--- src/logic/etc_pkg.sv ---
// Shared constants for the external interrupt trigger conditioner
package etc_pkg;
  localparam int NSRC = 6;
  localparam int TRIG_W = 2;
  // Register byte addresses
  localparam logic [31:0] ADDR_TRIG = 32'hffff0034;
  localparam logic [31:0] ADDR_CLR = 32'hffff0038;
  localparam logic [31:0] ADDR_NEN = 32'hffff0050;
  localparam logic [31:0] ADDR_FEN = 32'hffff0054;
  localparam logic [31:0] ADDR_STAT = 32'hffff0058;
  localparam logic [31:0] ADDR_MASK = 32'hffff005c;
  localparam logic [31:0] ADDR_SRC = 32'hffff0060;
  // Field layout
  localparam int TRIG_USED = 12;
  localparam int CLR_EXT0_POS = 13;
  localparam int CLR_HI_POS = 16;
  localparam int SRC_COND_POS = 8;
  // Trigger encodings per two-bit field
  localparam logic [1:0] MODE_HIGH = 2'h0;
  localparam logic [1:0] MODE_LOW = 2'h1;
  localparam logic [1:0] MODE_RISE = 2'h2;
  localparam logic [1:0] MODE_FALL = 2'h3;
  // Reset values
  localparam logic [11:0] TRIG_RST = 12'h000;
  localparam logic [5:0] EN_RST = 6'h00;
  localparam logic [31:0] WORD_RST = 32'h0000_0000;

  // Pick the six clear bits out of a written word
  function automatic logic [5:0] clr_bits(input logic [31:0] w);
    clr_bits = {w[CLR_HI_POS+4:CLR_HI_POS], w[CLR_EXT0_POS]};
  endfunction

  // Place six per-source flags at their clear-bit positions
  function automatic logic [31:0] clr_word(input logic [5:0] p);
    clr_word = WORD_RST;
    clr_word[CLR_EXT0_POS] = p[0];
    clr_word[CLR_HI_POS+4:CLR_HI_POS] = p[5:1];
  endfunction
endpackage

--- src/logic/etc_src_if.sv ---
// Signals between the register side and the source conditioner
`timescale 1ns/1ns
`default_nettype none
interface etc_src_if;
  logic [11:0] sel;
  logic [5:0] clr;
  logic [5:0] src;
  logic [5:0] samp;
  logic [5:0] pend;
  logic [5:0] cond;
  modport ctl (output sel, output clr, output src, input samp, input pend, input cond);
  modport cnd (input sel, input clr, input src, output samp, output pend, output cond);
endinterface
`default_nettype wire

--- src/logic/etc_top.sv ---
// APB register block and request gating for the trigger conditioner
// Function
// (RULE_01) External source 0 triggers per field 1:0: fall, rise, low or high.
// (RULE_02) External source 1 triggers per field 3:2, same four-way encoding.
// (RULE_03) Logic-array source 0 triggers per field 5:4, same encoding.
// (RULE_04) External source 2 triggers per field 7:6, same encoding.
// (RULE_05) External source 3 triggers per field 9:8, same encoding.
// (RULE_06) Logic-array source 1 triggers per field 11:10, same encoding.
// (RULE_07) Software leaves reserved bits of both registers unwritten.
// (RULE_08) Writing one to clear bit 13 drops pending external source 0.
// (RULE_09) Writing one to clear bit 16 drops pending external source 1.
// (RULE_10) Writing one to clear bit 17 drops pending logic-array source 0.
// (RULE_11) Writing one to clear bit 18 drops pending external source 2.
// (RULE_12) Writing one to clear bit 19 drops pending external source 3.
// (RULE_13) Writing one to clear bit 20 drops pending logic-array source 1.
// (RULE_14) A request reaches the controller only when its enable bit is set.
// (RULE_15) Inputs are synchronised; edges set a flag held until cleared.
// (RULE_16) Level sources pass straight through, unlatched, ignoring clear writes.
//
// The implementer's own choice: the APB interface to the registers.
`timescale 1ns/1ns
`default_nettype none
module etc_top
(
  input wire logic MCLK,
  input wire logic SRST,
  input wire logic PSEL,
  input wire logic PENABLE,
  input wire logic PWRITE,
  input wire logic [31:0] PADDR,
  input wire logic [31:0] PWDATA,
  output logic [31:0] PRDATA,
  output logic PREADY,
  output logic PSLVERR,
  input wire logic [3:0] EXT_INT,
  input wire logic [1:0] LA_INT,
  output logic [etc_pkg::NSRC-1:0] IRQ_REQ,
  output logic [etc_pkg::NSRC-1:0] FIQ_REQ,
  output logic INT_OUT
);
  import etc_pkg::*;

  etc_src_if sif();

  etc_cond u_cond
  (
    .clk(MCLK),
    .rst(SRST),
    .cp(sif.cnd)
  );

  logic setup;
  logic acc_wr;
  logic acc_rd;
  logic mapped;
  logic [11:0] trig_r;
  logic [11:0] trig_nxt;
  logic [5:0] nen_r;
  logic [5:0] nen_nxt;
  logic [5:0] fen_r;
  logic [5:0] fen_nxt;
  logic [5:0] stat_r;
  logic [5:0] stat_nxt;
  logic [5:0] mask_r;
  logic [5:0] mask_nxt;
  logic [5:0] cond_q_r;
  logic [5:0] cond_q_nxt;
  logic [5:0] irq_r;
  logic [5:0] irq_nxt;
  logic [5:0] fiq_r;
  logic [5:0] fiq_nxt;
  logic [31:0] rdat_r;
  logic [31:0] rdat_nxt;
  logic int_r;
  logic int_nxt;
  logic [5:0] events;

  // Source order follows the trigger field order
  assign sif.src = {LA_INT[1], EXT_INT[3], EXT_INT[2], LA_INT[0], EXT_INT[1], EXT_INT[0]};
  assign sif.sel = trig_r;

  // APB phases; zero wait states, so every access completes in one cycle
  assign setup = PSEL & ~PENABLE;
  assign acc_wr = PSEL & PENABLE & PWRITE;
  assign acc_rd = PSEL & PENABLE & ~PWRITE;
  assign mapped = PADDR inside {ADDR_TRIG, ADDR_CLR, ADDR_NEN, ADDR_FEN,
                                ADDR_STAT, ADDR_MASK, ADDR_SRC};
  assign PREADY = 1'b1;
  assign PSLVERR = PSEL & PENABLE & ~mapped;
  assign PRDATA = rdat_r;

  // Clear pulse lasts exactly the access cycle of a write [RULE_08] [RULE_09] [RULE_10]
  assign sif.clr = (acc_wr && PADDR == ADDR_CLR) ? clr_bits(PWDATA) : 6'h00; // [RULE_11]
  // Level sources ignore this pulse inside the conditioner [RULE_12] [RULE_13] [RULE_16]

  // New conditioned request is an event for the status register
  assign events = sif.cond & ~cond_q_r;

  // Register file next-state; hardware set wins over read-clear
  always_comb
  begin
    trig_nxt = trig_r;
    nen_nxt = nen_r;
    fen_nxt = fen_r;
    mask_nxt = mask_r;
    stat_nxt = stat_r;
    rdat_nxt = rdat_r;
    cond_q_nxt = sif.cond;
    if (acc_wr)
    begin
      unique case (PADDR)
        ADDR_TRIG: trig_nxt = PWDATA[TRIG_USED-1:0]; // Reserved bits dropped [RULE_07]
        ADDR_NEN: nen_nxt = PWDATA[NSRC-1:0];
        ADDR_FEN: fen_nxt = PWDATA[NSRC-1:0];
        ADDR_MASK: mask_nxt = PWDATA[NSRC-1:0];
        default: ;
      endcase
    end
    // Only bits actually reported in the snapshot are cleared
    if (acc_rd && PADDR == ADDR_STAT)
      stat_nxt = stat_r & ~rdat_r[NSRC-1:0];
    stat_nxt = stat_nxt | events;
    // Read data captured in the setup cycle
    if (setup && !PWRITE)
    begin
      unique case (PADDR)
        ADDR_TRIG: rdat_nxt = {20'h00000, trig_r};
        ADDR_CLR: rdat_nxt = clr_word(sif.pend);
        ADDR_NEN: rdat_nxt = {26'h0000000, nen_r};
        ADDR_FEN: rdat_nxt = {26'h0000000, fen_r};
        ADDR_STAT: rdat_nxt = {26'h0000000, stat_r};
        ADDR_MASK: rdat_nxt = {26'h0000000, mask_r};
        ADDR_SRC: rdat_nxt = {18'h00000, sif.cond, 2'h0, sif.samp};
        default: rdat_nxt = WORD_RST;
      endcase
    end
  end

  always_ff @(posedge MCLK)
  begin
    if (SRST)
    begin
      trig_r <= TRIG_RST;
      nen_r <= EN_RST;
      fen_r <= EN_RST;
      mask_r <= EN_RST;
      stat_r <= EN_RST;
      rdat_r <= WORD_RST;
      cond_q_r <= EN_RST;
    end
    else
    begin
      trig_r <= trig_nxt;
      nen_r <= nen_nxt;
      fen_r <= fen_nxt;
      mask_r <= mask_nxt;
      stat_r <= stat_nxt;
      rdat_r <= rdat_nxt;
      cond_q_r <= cond_q_nxt;
    end
  end

  // Requests to the vectored controller, gated by enables [RULE_14]
  always_comb
  begin
    irq_nxt = sif.cond & nen_r;
    fiq_nxt = sif.cond & fen_r;
    int_nxt = |(stat_r & mask_r);
  end

  // Registered so the controller sees glitch-free requests, at one cycle cost
  always_ff @(posedge MCLK)
  begin
    if (SRST)
    begin
      irq_r <= EN_RST;
      fiq_r <= EN_RST;
      int_r <= 1'b0;
    end
    else
    begin
      irq_r <= irq_nxt;
      fiq_r <= fiq_nxt;
      int_r <= int_nxt;
    end
  end

  assign IRQ_REQ = irq_r;
  assign FIQ_REQ = fiq_r;
  assign INT_OUT = int_r;
endmodule
`default_nettype wire

--- src/logic/etc_cond.sv ---
// Per-source synchroniser, edge detector and pending flags
`timescale 1ns/1ns
`default_nettype none
module etc_cond
(
  input wire logic clk,
  input wire logic rst,
  etc_src_if.cnd cp
);
  import etc_pkg::*;

  logic [5:0] s1_r;
  logic [5:0] s2_r;
  logic [5:0] s3_r;
  logic [5:0] pend_r;
  logic [5:0] pend_nxt;
  logic [5:0] fall;
  logic [5:0] rise;

  // Two-flop synchroniser, third stage only keeps the previous sample [RULE_15]
  always_ff @(posedge clk)
  begin
    if (rst)
    begin
      s1_r <= 6'h00;
      s2_r <= 6'h00;
      s3_r <= 6'h00;
    end
    else
    begin
      s1_r <= cp.src;
      s2_r <= s1_r;
      s3_r <= s2_r;
    end
  end

  assign fall = s3_r & ~s2_r;
  assign rise = ~s3_r & s2_r;
  assign cp.samp = s2_r;
  assign cp.pend = pend_r;

  // Decode each two-bit field; set beats clear so no edge is lost
  always_comb
  begin
    for (int i = 0; i < NSRC; i++)
    begin
      logic [1:0] m;
      m = cp.sel[TRIG_W*i +: TRIG_W];
      pend_nxt[i] = 1'b0;
      cp.cond[i] = 1'b0;
      unique case (m) // [RULE_01] [RULE_02] [RULE_03] [RULE_04] [RULE_05] [RULE_06]
        MODE_FALL: pend_nxt[i] = fall[i] | (pend_r[i] & ~cp.clr[i]); // [RULE_15]
        MODE_RISE: pend_nxt[i] = rise[i] | (pend_r[i] & ~cp.clr[i]); // [RULE_15]
        MODE_LOW: cp.cond[i] = ~s2_r[i]; // [RULE_16]
        MODE_HIGH: cp.cond[i] = s2_r[i]; // [RULE_16]
      endcase
      if (m[1])
        cp.cond[i] = pend_r[i];
    end
  end

  always_ff @(posedge clk)
  begin
    if (rst)
      pend_r <= 6'h00;
    else
      pend_r <= pend_nxt;
  end
endmodule
`default_nettype wire

--- config.mk ---
export PLATFORM = sky130hd
export DESIGN_NAME = etc_top
export DESIGN_NICKNAME = d
export VERILOG_FILES = /design/src/logic/etc_pkg.sv /design/src/logic/etc_src_if.sv /design/src/logic/etc_top.sv /design/src/logic/etc_cond.sv
export SDC_FILE = /design/constraint.sdc
export NUM_CORES = 1
export LEC_CHECK = 0
export BUFFER_PORTS_ARGS = -buffer_cell sky130_fd_sc_hd__buf_2
export CORE_ASPECT_RATIO = 1.4
export CORE_MARGIN = 2
export CORE_UTILIZATION = 47
export DETAILED_ROUTE_END_ITERATION = 7
export PLACE_DENSITY = 0.74
export RECOVER_POWER = 25
export SLEW_MARGIN = 15
export SYNTH_ARGS = -nofsm -noshare
export SYNTH_HDL_FRONTEND = slang
export SYNTH_SLANG_ARGS = --single-unit
--- constraint.sdc ---
create_clock -name MCLK -period 2.6 [get_ports MCLK]
set_input_delay 0.52 -clock MCLK [delete_from_list [all_inputs] [get_ports MCLK]]
set_output_delay 0.52 -clock MCLK [all_outputs]
set_load 0.02 [all_outputs]
==> impl_results.md, run 1 <==
* Peak VDD IR at 429 uV
* Post-route insts no fill at 663
* Min-delay worst type: primary input to flop
* R2R setup slack at 1200 ps
* Max reg flops at 19
* Cells after synthesis at 438
* Ports at 122
* Combinational share of power at 0.068
* First-pass GRT wire length at 18.4 mm
* Area leader, netlist: dfxtp_1
* Avg WL per Cell at 17.3 um
* P per Cell Area at 567 mW/mm2
* Slew margin rel. at 0.379
* Vias/cell at 5.56
* Crit path launch: PADDR[10]
* Critical path type: primary input to output pin
* Number of synthesized flops with an enable pin at 0
* Critical path required time at 2080 ps
* DR iter-0 viols at 215
* Outcome: completed
* Worst-Margin Slew at 917 ps
* Switch share at 0.222
* CP Capture Type: output pin
* # DRC at 0
* LEAKAGE at 2.21 nW
* Mapped Area at 0.00433 mm2
* Vias in the first global route at 3616
* Sequential share of the synthesized area at 0.453
* DP HPWL at 8.53 mm
* Min cycle time layout at 2600 ps
* Syn Area/Cell at 9.88 um2
* Initial antenna violation count at 0
* Core area at 0.00898 mm2
* RR Startpoint: stat_r[3]$_SDFF_PP0_
* Final period utilization at 0.999
* Startpoint types: primary input
* 1st-pass router iterations at 5
* Clock Latency Late Sink at 340 ps
* Worst setup path end: PSLVERR
* Finished Cell Area at 0.00534 mm2
* Max Slew Vio Count at 0
* Max Root-Sink Buffers at 2
* Final setup fails at 0
* Pint at 2.36 mW
* Fill cell count at 783
* Overall global routing resource usage at 0.234
* Inst Count DP at 644
* Hold path depth at 2
* Post-synth top flop: dfxtp_1
* Hold_buf cts at 0
* #FFs+latches synth at 98
* Num CTS Buffers at 9
* TritonCTS clock tree: done
* Total Wirelength at 11.4 mm
* Clock group share of total power at 0.425
* CP max FO at 2
* Syn. warnings at 0
* Synth area leaders: dfxtp_1, mux2i_1, nand2b_1
* Netlist cell types at 53
* Die area at 0.0100 mm2
* Post-synth top area share at 0.453
* Final Hold Viols at 0
* Layout Skew at 6.10 ps
* Max frequency at 385 MHz
* Clock input transition at the sequential cells of the worst setup and hold paths at 60 ps
* Clock sink count at 98
* Max-cap violation count at 0
* Data arrival, critical path at 2080 ps
* Reg2Reg Depth at 3
* Root Buffer: clkbuf_16
* Seq pwr share at 0.507
* RSZ-0062 raised after global routing: yes
* IO buf count at 93
* Die height at 118 um
* Final ANT Viol Nets at 0
* Grt ovf at 0
* NetSw at 671 uW
* Post-placement cell area at 0.00501 mm2
* Vias at 3687
* Final Core Density at 0.595
* Diode count at 0
* Layout cell share with drive strength beyond 1 at 0.273
* Routability cong. at 0.895
* Row count at 41
* FFs w/ async S/R, synth at 0
* Die width at 85.1 um
* Fin nets at 626
* CTS HTree Levels at 3
* Area Overhead vs Synth at 23.5%
* Largest net degree at the start of global routing at 49
* Initial Utilization at 0.482
* Reg2Reg Capture Point: PRDATA[3]$_SDFFE_PP0P_
final cells by class:
class | count | area (um2) | share of cell area
Clock buffer | 11 | 233 | 0.0436
Multi-Input combinational cell | 306 | 2190 | 0.409
Tap cell | 107 | 134 | 0.0251
Timing Repair Buffer | 129 | 746 | 0.140
Clock inverter | 5 | 55.1 | 0.0103
Inverter | 7 | 26.3 | 0.00492
Sequential cell | 98 | 1960 | 0.367
cells in the final DEF (no fill, tap or decap), types with 5 or more instances in the layout:
cell / instances
o21ai_0: 7
and2_1: 12
inv_1: 7
conb_1: 14
mux2i_1: 41
or2_2: 7
o41ai_1: 8
dfxtp_1: 98
nand3_1: 5
a22oi_1: 13
buf_2: 81
a222oi_1: 5
buf_4: 34
clkbuf_1: 12
o2bb2ai_1: 5
xor2_1: 6
nor2_1: 23
a41o_1: 5
nand4b_1: 8
a21oi_1: 17
nand2b_1: 43
a2bb2oi_1: 5
a32o_1: 5
nor2b_1: 17
nand2_1: 19
clkbuf_16: 9
cells by family (layout without fill, tap and decap cells):
| family | Yosys count | count (layout) | synth area share |
|---|---|---|---|
| flops | 98 | 98 | 0.453 |
| compound gates | 76 | 76 | 0.134 |
| simple gates | 167 | 167 | 0.237 |
| other cells | 2 | 14 | 0.00174 |
| buf+inv | 46 | 152 | 0.0593 |
| mux | 42 | 42 | 0.100 |
| xor+xnor | 7 | 7 | 0.0142 |
layer usage:
layer | vias to the layer above | global-route usage | wire length [um]
li1 | 1775 | - | -
met4 | 0 | 0.0992 | 373
met5 | - | 0 | 0
met3 | 24 | 0.0456 | 737
met1 | 1745 | 0.284 | 4710
met2 | 143 | 0.397 | 5630
power groups by stage:
stage                     logic (mW)  registers [mW]  clock network [mW]
after floorplan                0.128            1.56                   0
after global routing           0.225            1.54                1.37
after detailed placement       0.200            1.57                   0
after CTS                      0.205            1.53                1.30
final                          0.206            1.54                1.29
after global placement         0.196            1.57                   0
synthesized netlist by cell type (all sizes together), types with 2 or more instances:
library cell / instances
dfxtp: 98
nand2b: 43
mux2i: 41
buf: 26
nor2: 23
nand2: 19
a21oi: 17
nor2b: 17
a22oi: 13
and2: 13
clkbuf: 13
nand4b: 8
o41ai: 8
or2: 8
inv: 7
o21ai: 7
xor2: 6
a222oi: 5
a2bb2oi: 5
a32o: 5
a41o: 5
nand3: 5
nor3: 5
nor4: 5
o2bb2ai: 5
or4: 4
nand4: 3
or4b: 3
and3: 2
conb: 2
nand3b: 2
nand4bb: 2
critical path, stage by stage:
cell	delay (ps)
buf_6	90
or4_4	530
or4_4	440
o311a_4	370
buf_6	130
worst min-delay path by stage:
stage | startpoint | end | slack [ps]
final | EXT_INT[3] | u_cond.s1_r[4]$_SDFF_PP0_ | 390
after global routing | EXT_INT[2] | u_cond.s1_r[3]$_SDFF_PP0_ | 400
after CTS | EXT_INT[3] | u_cond.s1_r[4]$_SDFF_PP0_ | 380
after detailed placement | u_cond.s1_r[5]$_SDFF_PP0_ | u_cond.cp.samp[5]$_SDFF_PP0_ | 430
after global placement | u_cond.s1_r[3]$_SDFF_PP0_ | u_cond.cp.samp[3]$_SDFF_PP0_ | 420
after floorplan | u_cond.s1_r[0]$_SDFF_PP0_ | u_cond.cp.samp[0]$_SDFF_PP0_ | 410
per-stage QoR:
stage          worst slack [ps]  TNS, ps  total power [mW]  hold slack [ps]
3_5_place_dp               -204     -204              1.77              425
3_3_place_gp               -185     -185              1.76              423
5_1_grt                   -16.8    -16.8              3.13              396
6_report                   3.88        0              3.03              385
4_1_cts                   -38.1    -38.1              3.04              381
2_1_floorplan              11.6        0              1.69              414
what timing repair did:
action | CTS | global route
endpoints found under the setup margin | 1 | 1
buffers inserted | 1 | 2
resized for setup | 6 | 1
pin swaps | 2 | 2
(Power assumes the default switching activity.)
==> run 2: changes to the inputs <==
RECOVER_POWER = 100   (was 25)
SKIP_CTS_REPAIR_TIMING = 1   (was not set)
TNS_END_PERCENT = 10   (was not set)
==> impl_results.md, run 2 (same netlist as run 1, synthesis figures left out) <==
* Clock input transition at the sequential cells of the worst setup and hold paths at 60 ps
* LEAKAGE at 2.04 nW
* Min-delay worst type: primary input to flop
* Worst-Margin Slew at 945 ps
* Largest net degree at the start of global routing at 49
* Slew margin rel. at 0.360
* Core area at 0.00898 mm2
* CP max FO at 2
* Vias/cell at 5.57
* Ports at 122
* Die area at 0.0100 mm2
* Sequential cell area at 0.00196 mm2
* Total Wirelength at 11.5 mm
* Final Core Density at 0.584
* Avg WL per Cell at 17.4 um
* Clock Latency Late Sink at 340 ps
* Final WS setup at -18.7 ps
* Layout cell share with drive strength beyond 1 at 0.218
* Most frequent cells in the layout: dfxtp_1, buf_2, nand2b_1
* IO buf count at 93
* Vias at 3685
* DP HPWL at 8.53 mm
* Worst setup path end: PSLVERR
* RR Startpoint: u_cond.cp.samp[2]$_SDFF_PP0_
* Critical path required time at 2080 ps
* Max frequency at 382 MHz
* Fin nets at 625
* Clock sink count at 98
* Outcome: finished with violations
* Failing checks: setup timing
* Final setup fails at 1
* Num CTS Buffers at 9
* # DRC at 0
* Overall global routing resource usage at 0.233
* Max reg flops at 19
* 1st-pass router iterations at 5
* DR iter-0 viols at 210
* Final ANT Viol Nets at 0
* CP Capture Type: output pin
* Final Hold Viols at 0
* R2R setup slack at 1200 ps
* Root Buffer: clkbuf_16
* Row count at 41
* Layout Skew at 5.83 ps
* Die width at 85.1 um
* First-pass GRT wire length at 18.4 mm
* Vias in the first global route at 3613
* Peak VDD IR at 430 uV
* Die height at 118 um
* Area Overhead vs Synth at 21.1%
* Data arrival, critical path at 2100 ps
* Min cycle time layout at 2620 ps
* Initial Utilization at 0.482
* Total power at 3.02 mW
* Critical path type: primary input to output pin
* Grt ovf at 0
* Startpoint types: primary input
* CTS HTree Levels at 3
* Multi-input logic area at 0.00216 mm2
* Final period utilization at 1.01
* Most common cell after layout, fill and taps aside: dfxtp_1
* Max Slew Vio Count at 0
* Crit path launch: PADDR[7]
* Diode count at 0
* Routability cong. at 0.895
* Reg2Reg Capture Point: FIQ_REQ[2]$_SDFF_PP0_
* RSZ-0062 raised after global routing: yes
* Reg2Reg Depth at 4
* TritonCTS clock tree: done
* P per Cell Area at 577 mW/mm2
* Max Root-Sink Buffers at 2
* Initial antenna violation count at 0
* Max-cap violation count at 0
* Fill cell count at 813
run 2: worst min-delay path by stage:
stage                                   endpoint                      start  depth (start not counted)
finish                 u_cond.s1_r[4]$_SDFF_PP0_                 EXT_INT[3]                          2
global route           u_cond.s1_r[3]$_SDFF_PP0_                 EXT_INT[2]                          2
CTS                    u_cond.s1_r[4]$_SDFF_PP0_                 EXT_INT[3]                          2
detailed placement  u_cond.cp.samp[5]$_SDFF_PP0_  u_cond.s1_r[5]$_SDFF_PP0_                          1
global placement    u_cond.cp.samp[3]$_SDFF_PP0_  u_cond.s1_r[3]$_SDFF_PP0_                          1
floorplan           u_cond.cp.samp[0]$_SDFF_PP0_  u_cond.s1_r[0]$_SDFF_PP0_                          1
run 2: routing by layer:
metal | share of wire | vias up | global-route usage
met3 | 0.072 | 22 | 0.0456
met1 | 0.40 | 1744 | 0.283
li1 | - | 1779 | -
met4 | 0.029 | 0 | 0.0992
met5 | 0 | - | 0
met2 | 0.50 | 140 | 0.396
run 2: area by class of cell:
cell class / count / share of cell area
Multi-Input combinational cell: 306 / 0.413
Sequential cell: 98 / 0.374
Timing Repair Buffer: 128 / 0.127
Clock buffer: 11 / 0.0444
Tap cell: 107 / 0.0255
Clock inverter: 5 / 0.0105
Inverter: 7 / 0.00501
run 2: report_power, final:
group / internal, mW / total (mW) / switching (mW)
combinational: 0.0929 / 0.204 / 0.111
sequential: 1.52 / 1.53 / 0.0152
clock: 0.743 / 1.29 / 0.543
run 2: critical path: stages:
cell and delay (ps):
buf_2 110, or4b_4 540, nor4b_4 270, buf_4 150
nor3_2 50, o311a_4 320, buf_6 130
run 2: stage by stage:
stage / setup TNS (ps) / hold WS (ps) / std cells / setup slack [ps] / cell area, um2
floorplan: 0 / 414 / 450 / 11.6 / 4380
global placement: -185 / 423 / 644 / -185 / 5010
detailed placement: -204 / 425 / 644 / -204 / 5010
CTS: -213 / 381 / 660 / -213 / 5300
global route: -60.2 / 396 / 662 / -60.2 / 5240
finish: -18.7 / 385 / 662 / -18.7 / 5240
